**config.mk**
```make
export PLATFORM = sky130hd
export DESIGN_NAME = uart_dbuf_multiproc_break
export DESIGN_NICKNAME = d
export VERILOG_FILES = /design/src/hdl/uart_dbuf_pkg.sv /design/src/hdl/uart_dbuf_multiproc_break.sv
export VERILOG_INCLUDE_DIRS = /design/src /design/src/hdl
export SDC_FILE = /design/constraint.sdc
export NUM_CORES = 1
export LEC_CHECK = 0
export BUFFER_PORTS_ARGS = -buffer_cell sky130_fd_sc_hd__buf_4
export CAP_MARGIN = 20
export CORE_MARGIN = 5
export CORE_UTILIZATION = 30
export CTS_CLUSTER_SIZE = 24
export DETAILED_ROUTE_END_ITERATION = 10
export PLACE_DENSITY_LB_ADDON = 0.05
export SETUP_SLACK_MARGIN = 0.05
export SLEW_MARGIN = 15
export SYNTH_ARGS = -nofsm -noshare
export SYNTH_HDL_FRONTEND = slang
export SYNTH_SLANG_ARGS = --single-unit
```
**constraint.sdc**
```tcl
create_clock -name clk_sys -period 3.9 [get_ports clk_sys]
set_input_delay 0.78 -clock clk_sys [delete_from_list [all_inputs] [get_ports clk_sys]]
set_output_delay 0.78 -clock clk_sys [all_outputs]
set_load 0.03 [all_outputs]
```
**src/hdl/uart_dbuf_regs.svh**
```systemverilog
// constants for the double-buffered uart core
// Contract
// - select 0, ninth one: flag during ninth bit
// - select 1: ninth zero no framing error
// - eleven low bit times set break flag
// - break window covers whole frame per mode
// - break flag held until cleared or reset
// - enabled break with enable bit: reset to programming
// - double buffer sends characters back to back
// - buffer off single; on accepts write while shifting
// - write to empty buffer loads, interrupts at once
// - last select zero: no further transmit interrupts
// - last select one: final interrupt at stop bit
// - queued character loads, interrupt at stop bit
// - double buffer stores ninth bit with byte
// - modes 2 and 3: nine bits, ninth stored
// - filter on: receive flag only when ninth one
// - filter ignored mode 0, kept clear mode 1
// - store only if flag clear and accepted
// - sixteen-fold sampling, majority of 7, 8, 9
// - framing error when stop bit not high
`ifndef UART_DBUF_REGS_SVH
`define UART_DBUF_REGS_SVH
`define UART_OVERSAMPLE 16
`define UART_BREAK_BITS 11
`define UART_BREAK_TICKS 8'(`UART_BREAK_BITS * `UART_OVERSAMPLE)
`define UART_TICK_S1 4'h7
`define UART_TICK_S2 4'h8
`define UART_TICK_S3 4'h9
`define UART_TICK_LAST 4'hf
`define UART_LAST_DATA_BIT 3'h7
`define UART_MODE0 2'h0
`define UART_MODE1 2'h1
`define UART_FIFO_DEPTH 4
`define UART_RST_BYTE 8'h00
`define UART_RST_LINE 1'h1
`endif

```
**src/hdl/uart_dbuf_pkg.sv**
```systemverilog
// types shared by the uart core
package uart_dbuf_pkg;
  typedef enum logic [2:0] {TX_IDLE, TX_START, TX_DATA, TX_NINTH, TX_STOP} tx_state_e;
  typedef enum logic [2:0] {RX_IDLE, RX_START, RX_DATA, RX_NINTH, RX_STOP} rx_state_e;
  typedef struct packed {
    logic [1:0] mode;
    logic uart_enable;
    logic multiproc_filter_enable;
    logic framing_flag_select;
    logic tx_double_buffer_enable;
    logic tx_last_irq_select;
    logic tx_irq_position_select;
    logic break_reset_enable;
    logic tx_ninth_bit;
  } cfg_s;
  typedef struct packed {
    logic rx_done;
    logic tx_done;
    logic framing_error;
    logic brk;
  } flag_clr_s;
  typedef struct packed {
    logic rx_done_flag;
    logic tx_done_flag;
    logic framing_error_flag;
    logic break_flag;
    logic rx_ninth_bit;
  } flags_s;
  typedef struct packed {
    logic ninth;
    logic [7:0] data;
  } tx_word_s;
endpackage

```
**src/hdl/uart_dbuf_multiproc_break.sv**
```systemverilog
// uart core: transmit buffer fifo, transmitter, receiver, break detect
`timescale 1ns/1ns
`include "uart_dbuf_regs.svh"

// small synchronous fifo, width and depth as parameters
module uart_word_fifo #(
  parameter int WIDTH = 9,
  parameter int DEPTH = 4
) (
  input wire logic clk_sys,
  input wire logic rst_n,
  input wire logic in_valid,
  output logic in_ready,
  input wire logic [WIDTH-1:0] in_data,
  output logic out_valid,
  input wire logic out_ready,
  output logic [WIDTH-1:0] out_data
);
  localparam int AW = $clog2(DEPTH);
  logic [WIDTH-1:0] mem [DEPTH];
  logic [AW-1:0] wr_ptr, rd_ptr, next_wr_ptr, next_rd_ptr;
  logic [AW:0] count, next_count;
  logic push, pop;

  // honest full and empty from the word count
  always_comb begin
    in_ready = count != (AW+1)'(DEPTH);
    out_valid = count != '0;
    out_data = mem[rd_ptr];
    push = in_valid && in_ready;
    pop = out_valid && out_ready;
    next_wr_ptr = push ? ((wr_ptr == AW'(DEPTH - 1)) ? '0 : wr_ptr + 1'b1) : wr_ptr;
    next_rd_ptr = pop ? ((rd_ptr == AW'(DEPTH - 1)) ? '0 : rd_ptr + 1'b1) : rd_ptr;
    next_count = count + (AW+1)'(push) - (AW+1)'(pop);
  end

  always_ff @(posedge clk_sys or negedge rst_n) begin
    if (!rst_n) begin
      wr_ptr <= '0;
      rd_ptr <= '0;
      count <= '0;
    end else begin
      wr_ptr <= next_wr_ptr;
      rd_ptr <= next_rd_ptr;
      count <= next_count;
    end
  end

  // storage has no reset; only words below count are ever read
  always_ff @(posedge clk_sys) begin
    if (push) begin
      mem[wr_ptr] <= in_data;
    end
  end
endmodule

module uart_dbuf_multiproc_break
  import uart_dbuf_pkg::*;
(
  input wire logic clk_sys,
  input wire logic reset_n,
  input wire logic sample_tick,
  input wire cfg_s cfg,
  input wire flag_clr_s clr,
  input wire logic rxd,
  input wire logic wr_valid,
  input wire logic [7:0] wr_data,
  output logic wr_ready,
  output logic txd,
  output logic [7:0] rx_data,
  output flags_s flags,
  output logic isp_reset
);
  logic rst_meta, rst_n;
  logic nine_bit, active, db;
  logic fifo_valid, fifo_in_ready, fifo_in_valid, tx_pop;
  tx_word_s fifo_word;

  // majority of three samples, used by receiver and start check
  function automatic logic majority(input logic a, input logic b, input logic c);
    majority = (a & b) | (a & c) | (b & c);
  endfunction

  // reset released through two flops
  always_ff @(posedge clk_sys or negedge reset_n) begin
    if (!reset_n) begin
      rst_meta <= 1'b0;
      rst_n <= 1'b0;
    end else begin
      rst_meta <= 1'b1;
      rst_n <= rst_meta;
    end
  end

  // mode 0 shifting is not part of this core, so transmitter and receiver idle there
  assign nine_bit = cfg.mode[1];
  assign active = cfg.uart_enable && (cfg.mode != `UART_MODE0);
  assign db = cfg.tx_double_buffer_enable;

  // single buffered: one character at a time, only when all idle
  tx_state_e tx_state, next_tx_state;
  assign fifo_in_valid = wr_valid && (db || (tx_state == TX_IDLE && !fifo_valid));
  assign wr_ready = fifo_in_ready && (db || (tx_state == TX_IDLE && !fifo_valid));

  uart_word_fifo #(.WIDTH(9), .DEPTH(`UART_FIFO_DEPTH)) tx_fifo (
    .clk_sys(clk_sys),
    .rst_n(rst_n),
    .in_valid(fifo_in_valid),
    .in_ready(fifo_in_ready),
    .in_data({cfg.tx_ninth_bit, wr_data}),
    .out_valid(fifo_valid),
    .out_ready(tx_pop),
    .out_data(fifo_word)
  );

  // transmitter state
  logic [3:0] tx_tick, next_tx_tick;
  logic [2:0] tx_bit, next_tx_bit;
  tx_word_s tx_shift, next_tx_shift;
  logic ti_given, next_ti_given, next_txd, ti_set, tx_last;

  always_comb begin
    next_tx_state = tx_state;
    next_tx_tick = sample_tick ? tx_tick + 4'h1 : tx_tick;
    next_tx_bit = tx_bit;
    next_tx_shift = tx_shift;
    next_ti_given = ti_given;
    next_txd = `UART_RST_LINE;
    ti_set = 1'b0;
    tx_pop = 1'b0;
    tx_last = sample_tick && (tx_tick == `UART_TICK_LAST);
    case (tx_state)
      TX_IDLE: begin
        next_tx_tick = 4'h0;
        if (active && fifo_valid) begin
          tx_pop = 1'b1;
          next_tx_shift = fifo_word;
          next_tx_state = TX_START;
          ti_set = db;
          next_ti_given = db;
        end
      end
      TX_START: begin
        next_txd = 1'b0;
        if (tx_last) begin
          next_tx_state = TX_DATA;
          next_tx_bit = 3'h0;
        end
      end
      TX_DATA: begin
        next_txd = tx_shift.data[tx_bit];
        if (tx_last) begin
          next_tx_bit = tx_bit + 3'h1;
          if (tx_bit == `UART_LAST_DATA_BIT) begin
            next_tx_state = nine_bit ? TX_NINTH : TX_STOP;
          end
        end
      end
      TX_NINTH: begin
        // single buffered reads the live bit, which software holds stable
        next_txd = db ? tx_shift.ninth : cfg.tx_ninth_bit;
        if (tx_last) begin
          next_tx_state = TX_STOP;
        end
      end
      TX_STOP: begin
        next_txd = 1'b1;
        if (tx_last) begin
          next_tx_state = TX_IDLE;
          next_ti_given = 1'b0;
          if (!db) begin
            ti_set = cfg.tx_irq_position_select;
          end else if (fifo_valid && active) begin
            // next character follows with one stop bit between
            tx_pop = 1'b1;
            next_tx_shift = fifo_word;
            next_tx_state = TX_START;
            next_tx_tick = 4'h0;
            ti_set = cfg.tx_irq_position_select || !ti_given;
          end else begin
            ti_set = cfg.tx_irq_position_select && cfg.tx_last_irq_select;
          end
        end
      end
      default: begin
        next_tx_state = TX_IDLE;
      end
    endcase
    // start of stop bit: early interrupt position
    if (tx_last && next_tx_state == TX_STOP && !cfg.tx_irq_position_select) begin
      if (!db) begin
        ti_set = 1'b1;
      end else if (fifo_valid) begin
        ti_set = 1'b1;
        next_ti_given = 1'b1;
      end else begin
        ti_set = cfg.tx_last_irq_select;
        next_ti_given = 1'b0;
      end
    end
  end

  always_ff @(posedge clk_sys or negedge rst_n) begin
    if (!rst_n) begin
      tx_state <= TX_IDLE;
      tx_tick <= 4'h0;
      tx_bit <= 3'h0;
      tx_shift <= '0;
      ti_given <= 1'b0;
      txd <= `UART_RST_LINE;
    end else begin
      tx_state <= next_tx_state;
      tx_tick <= next_tx_tick;
      tx_bit <= next_tx_bit;
      tx_shift <= next_tx_shift;
      ti_given <= next_ti_given;
      txd <= next_txd;
    end
  end

  // receiver state
  rx_state_e rx_state, next_rx_state;
  logic [3:0] rx_tick, next_rx_tick;
  logic [2:0] rx_bit, next_rx_bit;
  logic [7:0] rx_shift, next_rx_shift;
  logic samp1, samp2, next_samp1, next_samp2;
  logic rx_ninth_q, next_rx_ninth_q, rx_early, next_rx_early, rxd_prev;
  logic vote, vote_now, rx_end, ri_set, fe_set, store_ninth;
  logic [7:0] store_data;

  always_comb begin
    next_rx_state = rx_state;
    next_rx_tick = sample_tick ? rx_tick + 4'h1 : rx_tick;
    next_rx_bit = rx_bit;
    next_rx_shift = rx_shift;
    next_rx_ninth_q = rx_ninth_q;
    next_rx_early = rx_early;
    next_samp1 = (sample_tick && rx_tick == `UART_TICK_S1) ? rxd : samp1;
    next_samp2 = (sample_tick && rx_tick == `UART_TICK_S2) ? rxd : samp2;
    vote = majority(samp1, samp2, rxd);
    vote_now = sample_tick && rx_tick == `UART_TICK_S3;
    rx_end = sample_tick && rx_tick == `UART_TICK_LAST;
    ri_set = 1'b0;
    fe_set = 1'b0;
    store_data = rx_shift;
    store_ninth = rx_ninth_q;
    case (rx_state)
      RX_IDLE: begin
        next_rx_tick = 4'h0;
        // falling edge restarts the sixteen-state bit counter
        if (active && rxd_prev && !rxd) begin
          next_rx_state = RX_START;
          next_rx_early = 1'b0;
        end
      end
      RX_START: begin
        if (vote_now && vote) begin
          next_rx_state = RX_IDLE;
        end else if (rx_end) begin
          next_rx_state = RX_DATA;
          next_rx_bit = 3'h0;
        end
      end
      RX_DATA: begin
        if (vote_now) begin
          next_rx_shift = {vote, rx_shift[7:1]};
        end
        if (rx_end) begin
          next_rx_bit = rx_bit + 3'h1;
          if (rx_bit == `UART_LAST_DATA_BIT) begin
            next_rx_state = nine_bit ? RX_NINTH : RX_STOP;
          end
        end
      end
      RX_NINTH: begin
        if (vote_now) begin
          next_rx_ninth_q = vote;
          // filtered address frame flagged one bit before the stop check
          if (cfg.multiproc_filter_enable && !cfg.framing_flag_select && vote
              && !flags.rx_done_flag) begin
            ri_set = 1'b1;
            store_ninth = vote;
            next_rx_early = 1'b1;
          end
        end
        if (rx_end) begin
          next_rx_state = RX_STOP;
        end
      end
      RX_STOP: begin
        if (vote_now) begin
          // back to idle mid stop bit so the next start edge is not missed
          next_rx_state = RX_IDLE;
          store_ninth = nine_bit ? rx_ninth_q : vote;
          if (!rx_early && !flags.rx_done_flag
              && (!cfg.multiproc_filter_enable || store_ninth)) begin
            ri_set = 1'b1;
          end
          if (!vote && !(nine_bit && cfg.multiproc_filter_enable && cfg.framing_flag_select
              && !rx_ninth_q)) begin
            fe_set = 1'b1;
          end
        end
      end
      default: begin
        next_rx_state = RX_IDLE;
      end
    endcase
  end

  always_ff @(posedge clk_sys or negedge rst_n) begin
    if (!rst_n) begin
      rx_state <= RX_IDLE;
      rx_tick <= 4'h0;
      rx_bit <= 3'h0;
      rx_shift <= `UART_RST_BYTE;
      samp1 <= 1'b1;
      samp2 <= 1'b1;
      rx_ninth_q <= 1'b0;
      rx_early <= 1'b0;
      rxd_prev <= `UART_RST_LINE;
    end else begin
      rx_state <= next_rx_state;
      rx_tick <= next_rx_tick;
      rx_bit <= next_rx_bit;
      rx_shift <= next_rx_shift;
      samp1 <= next_samp1;
      samp2 <= next_samp2;
      rx_ninth_q <= next_rx_ninth_q;
      rx_early <= next_rx_early;
      rxd_prev <= rxd;
    end
  end

  // break detect: counts oversample ticks of continuous low line
  logic [7:0] low_cnt, next_low_cnt;
  logic brk_set, next_isp;

  always_comb begin
    brk_set = 1'b0;
    next_low_cnt = low_cnt;
    if (!cfg.uart_enable || rxd) begin
      next_low_cnt = 8'h00;
    end else if (sample_tick && low_cnt != `UART_BREAK_TICKS) begin
      // holds at the top so one long break sets the flag once
      next_low_cnt = low_cnt + 8'h01;
      brk_set = (low_cnt == `UART_BREAK_TICKS - 8'h01);
    end
    next_isp = brk_set && cfg.uart_enable && cfg.break_reset_enable;
  end

  always_ff @(posedge clk_sys or negedge rst_n) begin
    if (!rst_n) begin
      low_cnt <= 8'h00;
      isp_reset <= 1'b0;
    end else begin
      low_cnt <= next_low_cnt;
      isp_reset <= next_isp;
    end
  end

  // flags: hardware set beats a software clear in the same cycle
  flags_s next_flags;
  logic [7:0] next_rx_data;

  always_comb begin
    next_flags.rx_done_flag = ri_set || (flags.rx_done_flag && !clr.rx_done);
    next_flags.tx_done_flag = ti_set || (flags.tx_done_flag && !clr.tx_done);
    next_flags.framing_error_flag = fe_set || (flags.framing_error_flag && !clr.framing_error);
    next_flags.break_flag = brk_set || (flags.break_flag && !clr.brk);
    next_flags.rx_ninth_bit = ri_set ? store_ninth : flags.rx_ninth_bit;
    next_rx_data = ri_set ? store_data : rx_data;
  end

  always_ff @(posedge clk_sys or negedge rst_n) begin
    if (!rst_n) begin
      flags <= '0;
      rx_data <= `UART_RST_BYTE;
    end else begin
      flags <= next_flags;
      rx_data <= next_rx_data;
    end
  end
endmodule

```
# [Word level (Yosys, flattened, before mapping)]
# Memories as Yosys holds them, arrays and structs flattened.
# Cells that the tools add are included.
[word_totals] memories=1 ram_bits=36 regBits=75 elab_cells=238 input_bits=27
[mem_list] name="tx_fifo.mem" depth=4 width=9 rd=1 rd_clocked_by_memory_dff=0 write_ports=1 line="uart_dbuf_multiproc_break.sv:20" text="logic [WIDTH-1:0] mem [DEPTH];"
[op_classes] n_eq_ne=35 bitwise=5 addsub=9 mux=83 magnitude_cmp=1 n_reduce_logical=75
[ops] op="$mux 3" n=19
[ops] op="$mux 1" n=37
[ops] op="$logic_and 1x1->1" n=34
[ops] op="$pmux 3 s5" n=2
[ops] op="$mux 9" n=3
[ops] op="$ne 2x2->1 const B" n=13
[ops] op="$mux 4" n=6
[ops] op="$pmux 9 s2" n=1
[ops] op="$eq 4x4->1 const B" n=4
[ops] op="$logic_not 1->1" n=16
[ops] op="$mux 8" n=2
[ops] op="$eq 3x3->1 const B" n=5
[ops] op="$reduce_bool 2->1" n=7
[ops] op="$eq 3x2->1 const B" n=4
[ops] op="$pmux 1 s2" n=6
[ops] op="$pmux 3 s2" n=2
[ops] op="$add 4x1->4 const B" n=2
[ops] op="$add 8x1->8 const B" n=1
[ops] op="$eq 8x8->1 const B" n=1
[ops] op="$logic_or 1x1->1" n=8
[ops] op="$ne 8x8->1 const B" n=1
[ops] op="$pmux 4 s2" n=1
[ops] op="$reduce_and 4->1" n=2
[ops] op="$add 3x1->3 const B" n=2
[ops] op="other kinds (18)" n=29

# [Logic depth before layout (Yosys ltp)]
# Gate-level depths: netlist of run 1.
[logic_depth] ltp_word=12 mapped_depth=13

# [By module]
# From an unflattened synthesis of run 1, not the netlist that was laid out.
[hier_totals] cells_unflattened=391 area_unflattened_um2=5147.4
[modules_own_cells] module="uart_dbuf_multiproc_break" area_each_um2=3368.2 cells_per_inst=301 instances=1 seq_area_each_um2=1706.6
[modules_own_cells] module="uart_word_fifo" area_each_um2=1779.2 cells_per_inst=90 instances=1 seq_area_each_um2=1256.2

# [Worst setup path after synthesis of run 1]
# Ideal clock, no wire load.
[synth_timing] kind="input-to-reg" start="in cfg[8] in the netlist's numbering" end="reg tx_fifo.count[2]" path_buffers=1 slack_ns=1.144 arrival_time_ns=2.631 setup_time_ns=0.126 required_time_ns=3.774 stages=12 cell_sequence="o21ai_0 nor2_1 nand3_2 buf_2 inv_1 ha_1 inv_1 ha_1 inv_1 fa_1 xnor2_1 xnor2_1"
[synth_via] elab_chain_cells=9
[synth_rtl] element="start, declared" line="uart_dbuf_multiproc_break.sv:63" text="input wire cfg_s cfg,"
[synth_rtl] element="$reduce_bool 2->1 (no source line) (*)"
[synth_rtl] element="$logic_and 1x1->1 (*)" line="uart_dbuf_multiproc_break.sv:97" text="assign active = cfg.uart_enable && (cfg.mode != `UART_MODE0);"
[synth_rtl] element="$logic_and 1x1->1 (*)" line="uart_dbuf_multiproc_break.sv:135, uart_dbuf_multiproc_break.sv:173"
[synth_rtl] element="$mux 1 (*)" line="uart_dbuf_multiproc_break.sv:135, uart_dbuf_multiproc_break.sv:173"
[synth_rtl] element="$mux 1" line="uart_dbuf_multiproc_break.sv:171" text="if (!db) begin"
[synth_rtl] element="$mux 1" line="uart_dbuf_multiproc_break.sv:168" text="if (tx_last) begin"
[synth_rtl] element="$pmux 1 s2 (*)" line="uart_dbuf_multiproc_break.sv:132" text="case (tx_state)"
[synth_rtl] element="$logic_and 1x1->1 (*)" line="uart_dbuf_multiproc_break.sv:31" text="pop = out_valid && out_ready;"
[synth_rtl] element="net tx_fifo.pop" line="uart_dbuf_multiproc_break.sv:23" text="logic push, pop;"
[synth_rtl] element="$sub 3x1->3 (*)" line="uart_dbuf_multiproc_break.sv:34" text="next_count = count + (AW+1)'(push) - (AW+1)'(pop);"
[synth_rtl] element="net tx_fifo.next_count[2]" line="uart_dbuf_multiproc_break.sv:22" text="logic [AW:0] count, next_count;"
[synth_rtl] element="end signal, assigned" line="uart_dbuf_multiproc_break.sv:45" text="count <= next_count;"
[synth_rtl] element="end, declared" line="uart_dbuf_multiproc_break.sv:22"
# Mark *: on every way through the listed nets, which the timed path passes. The rest lies on a longest branch.
# A chain may end at the register's enable or synchronous reset.

# [Worst setup path in the final report of run 1]
[layout_timing] start="reg tx_state[2]" end="reg tx_fifo.count[2]"
[layout_via] elab_chain_cells=7 elab_cells_between_ends=10 classes_between="add/sub (2); eq/ne (1); mux (1); reduce/logical (6)"
[layout_rtl] element="start, declared" line="uart_dbuf_multiproc_break.sv:101" text="tx_state_e tx_state, next_tx_state;"
[layout_rtl] element="start signal, assigned" line="uart_dbuf_multiproc_break.sv:212" text="tx_state <= next_tx_state;"
[layout_rtl] element="$logic_not 3->1" line="uart_dbuf_multiproc_break.sv:102" text="assign fifo_in_valid = wr_valid && (db || (tx_state == TX_IDLE && !fifo_valid));"
[layout_rtl] element="$logic_and 1x1->1" line="uart_dbuf_multiproc_break.sv:102"
[layout_rtl] element="$logic_or 1x1->1" line="uart_dbuf_multiproc_break.sv:102"
[layout_rtl] element="$logic_and 1x1->1" line="uart_dbuf_multiproc_break.sv:102"
[layout_rtl] element="$logic_and 1x1->1" line="uart_dbuf_multiproc_break.sv:30" text="push = in_valid && in_ready;"
[layout_rtl] element="net tx_fifo.push" line="uart_dbuf_multiproc_break.sv:23"
[layout_rtl] element="$add 3x1->3" line="uart_dbuf_multiproc_break.sv:34"
[layout_rtl] element="$sub 3x1->3" line="uart_dbuf_multiproc_break.sv:34"
[layout_rtl] element="net tx_fifo.next_count[2]" line="uart_dbuf_multiproc_break.sv:22"
# The timed path passes the listed nets, and every way through them passes these cells.

==> results of run 1 <==
-- worst min-delay path by stage --
| stage | startpoint | end | slack (ns) |
|---|---|---|---|
| 2_1_floorplan | rst_meta | rst_n | 0.33 |
| 3_3_place_gp | rst_meta | rst_n | 0.34 |
| 3_5_place_dp | rst_meta | rst_n | 0.34 |
| 4_1_cts | reset_n | rst_n | 0.17 |
| 5_1_grt | reset_n | rst_n | 0.17 |
| 6_report | reset_n | rst_n | 0.20 |
-- worst max-delay path: stages, from the launching register on --
cell and delay [ns]:
dfrtp_1 0.50, nor3_1 0.49, a21oi_1 0.17, a211oi_2 0.45, ha_1 0.22, inv_1 0.05
fa_1 0.37, xnor2_1 0.14, xnor2_1 0.13
-- cells in the mapped netlist, drive strengths merged (3+ instances only) --
master / count
inv: 23
a21oi: 11
mux2: 38
clkbuf: 7
o21ai: 12
and3: 3
o31ai: 3
buf: 7
nor2b: 5
nand2b: 4
ha: 17
mux2i: 4
or3: 3
xnor2: 6
xor2: 7
nand2: 15
and2: 5
nand4: 6
dfstp: 4
nand4b: 3
nor4: 3
mux4: 11
edfxtp: 36
nor2: 26
dfrtp: 71
nand3: 6
nor3: 8
-- stage by stage --
| stage | power [W] | std cells |
|---|---|---|
| CTS | 0.00338 | 650 |
| floorplan | 0.00218 | 385 |
| global placement | 0.00238 | 634 |
| finish | 0.00330 | 651 |
| detailed placement | 0.00239 | 634 |
| global route | 0.00355 | 651 |
-- power breakdown --
| part | switching (W) | internal (W) | total (W) |
|---|---|---|---|
| logic | 0.000327 | 0.000385 | 0.000712 |
| registers | 0.000219 | 0.00141 | 0.00163 |
| clock network | 0.000431 | 0.000525 | 0.000956 |
-- cell type report --
class	instances	area [µm²]	share of cell area
sequential	111	2970	0.496
multi-input combinational	237	1990	0.333
timing repair buffer	44	350	0.0586
tap	220	275	0.0460
clock buffer	11	243	0.0406
inverter	23	86.3	0.0144
clock inverter	5	63.8	0.0107
-- cells by family (layout without fill, tap and decap cells) --
kind of cell               Yosys count  after routing  share of synthesized area
buffers and inverters               37             83                     0.0304
and+or+nand+nor                     98             98                      0.103
AOI/OAI and AO/OA                   53             53                     0.0752
xor gates and xnor gates            13             13                     0.0223
DFF                                111            111                      0.580
adders and majority gates           19             19                     0.0477
other                                1              1                   0.000734
muxes                               53             53                      0.141
-- routing by layer --
| metal | vias to the layer above | wire length [µm] | global-route usage |
|---|---|---|---|
| met5 | - | 0 | 0 |
| met4 | 0 | 156 | 0.0398 |
| met3 | 12 | 341 | 0.0286 |
| met2 | 38 | 4980 | 0.185 |
| met1 | 1530 | 4400 | 0.130 |
| li1 | 1490 | - | - |
-- registers in the layout, summed over array words and instances, names as in the netlist, 2 cells and up --
name and flops:
tx_fifo.rd_ptr 2, low_cnt 8, tx_state 3, rx_shift 8, tx_fifo.wr_ptr 2, tx_shift 9, rx_data 8, flags 5
tx_tick 4, rx_bit 3, rx_state 3, tx_bit 3, tx_fifo.count 3, rx_tick 4, tx_fifo.mem 36
==> results_dict.tcl, run 1 <==
set metrics [dict create \
    clock_latency_ns 0.35 \
    postLayoutCoreUtil 0.359 \
    path_clk_slew_ns 0.07 \
    antenna_found_initial 0 \
    cts_setup_buffers 0 \
    crit_type "flop to flop" \
    grt_overflow_total 0 \
    cts.path.max_buffers 2 \
    drc 0 \
    grt_pass1_vias 3270 \
    synth_flop_cell "dfrtp_1" \
    cts_tree "built" \
    grt_max_degree 74 \
    final_common_cell "dfrtp_1" \
    cts_buffers 9 \
    ys_ff_latch 111 \
    layout_common_cells "dfrtp_1, buf_4, mux2_2" \
    nets 471 \
    fin_ws_ns 1.26 \
    drt_pre_antenna_iters 4 \
    synth_edf_count 36 \
    syn_nets 430 \
    setup-violations-final 0 \
    grt_usage 0.108 \
    syn_area_per_cell_um2 13.3 \
    drive_gt1_frac 0.283 \
    via_count 3070 \
    synth-warning-count 0 \
    via_per_inst 4.72 \
    r2r_slack_ns 1.26 \
    grt_pass1_wl_um 16800 \
    synthArstFlopShare 0.676 \
    syn_area_mm2 0.00511 \
    max_freq_ghz 0.379 \
    status "complete, no violations" \
    buffer_ports.inserted 42 \
    dpl.hpwl_um 6820 \
    worstPathRequired_ns 4.13 \
    initial_core_util 0.307 \
    pre_cts_ws_ns 0.845 \
    critPathCaptureType "flop" \
    rsz0062_at_grt "no" \
    die_area_mm2 0.0197 \
    ctsHoldBuffers 0 \
    fill_cells 1638 \
    setup_tns_ns 0 \
    gp_congestion 0.704 \
    core-area_mm2 0.0166 \
    place_area_mm2 0.00564 \
    ir_worst_vdd_mv 0.273 \
    diodes 0 \
    timing.critical_path.from "tx_state[2]" \
    slew_viol_final 0 \
    relSlewSlack 0.498 \
    finalHoldViolCount 0 \
    crit-reg2reg-launch "tx_state[2]" \
    yosysTopAreaCell "dfrtp_1" \
    post-route-min-period_ns 2.64 \
    pin_count 43 \
    regToRegEndpoint "tx_fifo.count[2]" \
    netlist.area_leader.share 0.348 \
    synthCells 385 \
    fin_skew_ns 0.00547 \
    cp.arrival_ns 2.87 \
    reg2regPathDepth 8 \
    clock_sinks 111 \
    die_w_um 141 \
    hold_path_class "input pin to asynchronous set/reset pin" \
    leakage_nw 2.53 \
    ctsHtreeMaxLevel 3 \
    drt_iter0_markers 98 \
    cp_max_fo 11 \
    area_delta_synth_final_pct 17.0 \
    ys_seq_area_frac 0.580 \
    crit_end "tx_fifo.count[2]" \
    rows 47 \
    maxCapViolCount 0 \
    worst_pin_slew_ns 0.747 \
    ant_nets 0 \
    yosys-top-cells-area "dfrtp_1, edfxtp_1, mux2_2" \
    routed_wirelength_um 9880 \
    synth.distinct_cells 65 \
    finalCritPeriodShare 0.677 \
    design_area_mm2 0.00598 \
    powerDensity_mw_per_mm2 552 \
    root_buffer "clkbuf_16" \
    startpoint_type "flop" \
    die-height_um 141 \
    holdWs_ns 0.197 \
    wl_per_cell_um 15.2 \
    cts-resized-gates 0 \
]
(Power assumes the default switching activity.)
==> run 2, diff against run 1 <==
clock period = 2.3 ns   (was 3.9 ns; I/O delays follow)
==> run 2 against run 1 <==
Final area up 4.3%. Hold slack improved by 0.036 ns. Clock skew is essentially flat. Critical path type unchanged. Flip-flop and latch count stayed put. Sequential share of layout area fell by 2.0 points.
==> results_dict.tcl, run 2 (synthesis gave the netlist of run 1 again) <==
set metrics [dict create \
    clock_sinks 111 \
    gp_congestion 0.749 \
    area_delta_synth_final_pct 22.0 \
    core-area_mm2 0.0166 \
    p_int_w 0.00399 \
    regMostFlops "tx_fifo.mem" \
    cts.path.max_buffers 2 \
    cts_tree "built" \
    powerDensity_mw_per_mm2 927 \
    drc 0 \
    final_common_cell "dfrtp_1" \
    wl_per_cell_um 15.3 \
    rows 47 \
    layout_common_cells "dfrtp_1, buf_4, mux2_2" \
    via_count 3177 \
    r2r_slack_ns 0.10 \
    hold_path_class "input pin to flop" \
    antenna_found_initial 0 \
    fill_cells 1631 \
    path_cells "ha_2 > nand4_1 > o21ai_2 > nand3_2 > inv_2 > ha_4 > inv_2 > ha_4 > inv_2 > fa_2 > xnor2_2 > xnor2_1" \
    cts_buffers 9 \
    critPathSlowestCell "dfrtp_1" \
    ctsHtreeMaxLevel 3 \
    maxCapViolCount 0 \
    status "complete, no violations" \
    ir_worst_vdd_mv 0.507 \
    cp.buffers_inverters 3 \
    relSlewSlack 0.520 \
    wl_met2_um 5350 \
    die_w_um 141 \
    fin_skew_ns 0.00583 \
    initial_core_util 0.307 \
    slew_viol_final 0 \
    wl_met1_um 4540 \
    clkPwrFrac 0.269 \
    slowest_delay_ns 0.38 \
    rsz0062_at_grt "yes" \
    dpl.hpwl_um 7350 \
    pin_count 43 \
    startpoint_type "flop" \
    via_per_inst 4.70 \
    power.share.sequential 0.463 \
    finalCritPeriodShare 0.955 \
    clock_latency_ns 0.36 \
    critPathCaptureType "flop" \
    grt_usage 0.112 \
    power_frac_comb 0.267 \
    holdWs_ns 0.233 \
    cp_max_fo 3 \
    grt_overflow_total 0 \
    max_freq_ghz 0.455 \
    ant_nets 0 \
    drt_iter0_markers 130 \
    post-route-min-period_ns 2.20 \
    reg.largest.list "tx_fifo.mem (36), tx_shift (9)" \
    routed_wirelength_um 10400 \
    routed.top_layer "met4" \
    buffer_ports.inserted 42 \
    largest_register_ffs 36 \
    p_sw_frac 0.310 \
    finalHoldViolCount 0 \
    grt_max_degree 40 \
    route.met3.wl_um 364 \
    crit_type "flop to flop" \
    drive_gt1_frac 0.340 \
    cts_setup_buffers 0 \
    worst_pin_slew_ns 0.714 \
    setup_tns_ns 0 \
    grt_pass1_vias 3407 \
    cp.arrival_ns 2.45 \
    setup-violations-final 0 \
    diodes 0 \
    drt_pre_antenna_iters 4 \
    cpMostUsedCell "inv_2" \
    postLayoutCoreUtil 0.375 \
    grt_pass1_wl_um 17600 \
    path_delay_family "adder cells" \
    path_clk_slew_ns 0.08 \
    worstPathRequired_ns 2.55 \
    p_sw_w 0.00179 \
    die_area_mm2 0.0197 \
    die-height_um 141 \
    leakage_nw 2.65 \
    root_buffer "clkbuf_16" \
    nets 496 \
]
[run 2: repair_timing]
action                                  4_1_cts  5_1_grt
endpoints found under the setup margin        1        2
pin swaps                                     1        5
endpoints found under the hold margin         2        0
resized for setup                             0        1
hold buffers                                  1        0
[run 2: path summary, 6_finish.rpt]
check / from / end / cells after the start
hold reg to reg: rst_n / tx_shift[0] / 0
setup reg to reg: tx_tick[1] / tx_fifo.count[2] / 12
min in group asynchronous: rst_n / tx_shift[0] / 0
max in group asynchronous: rst_n / rxd_prev / 1
hold / removal: rxd / rxd_prev / 1
setup / recovery: tx_tick[1] / tx_fifo.count[2] / 12
[run 2: routing by layer]
metal,global-route usage,vias up
li1,-,1540
met1,0.133,1594
met2,0.194,34
met3,0.0372,9
met4,0.0321,0
met5,0,-
[run 2: layout make-up]
class / instances / area, µm² / area share
Sequential cell: 111 / 2970 / 0.476
Clock inverter: 6 / 58.8 / 0.00943
Inverter: 23 / 86.3 / 0.0138
Clock buffer: 10 / 229 / 0.0367
Multi-Input combinational cell: 237 / 2030 / 0.326
Tap cell: 220 / 275 / 0.0442
Timing Repair Buffer: 69 / 583 / 0.0935
[run 2: metrics by stage]
step / std cells / total power [W] / setup WS (ns) / instance area (µm²)
6_report: 676 / 0.00578 / 0.104 / 6230
5_1_grt: 676 / 0.00619 / -0.0126 / 6230
4_1_cts: 676 / 0.00591 / 0.0577 / 6230
3_5_place_dp: 659 / 0.00430 / -0.0644 / 5930
3_3_place_gp: 659 / 0.00427 / -0.0417 / 5930
2_1_floorplan: 385 / 0.00376 / -0.121 / 5150
[run 2: worst register-to-register path: cells and delay by family (launching register included)]
| family | cells | cell delay (ns) |
|---|---|---|
| flip-flops | 1 | 0.38 |
| AO/OA/AOI/OAI | 1 | 0.19 |
| XOR/XNOR | 2 | 0.26 |
| adder cells (fa/ha/maj) | 4 | 0.85 |
| AND/OR/NAND/NOR | 2 | 0.26 |
| buffers and inverters | 3 | 0.17 |
[run 2: power by group through the flow]
stage / Sequential (W) / Clock (W) / Combinational [W]
after global placement: 0.00272 / 0 / 0.00155
after detailed placement: 0.00273 / 0 / 0.00157
final: 0.00268 / 0.00156 / 0.00155
after floorplan: 0.00264 / 0 / 0.00112
after global routing: 0.00274 / 0.00171 / 0.00174
after CTS: 0.00269 / 0.00164 / 0.00158
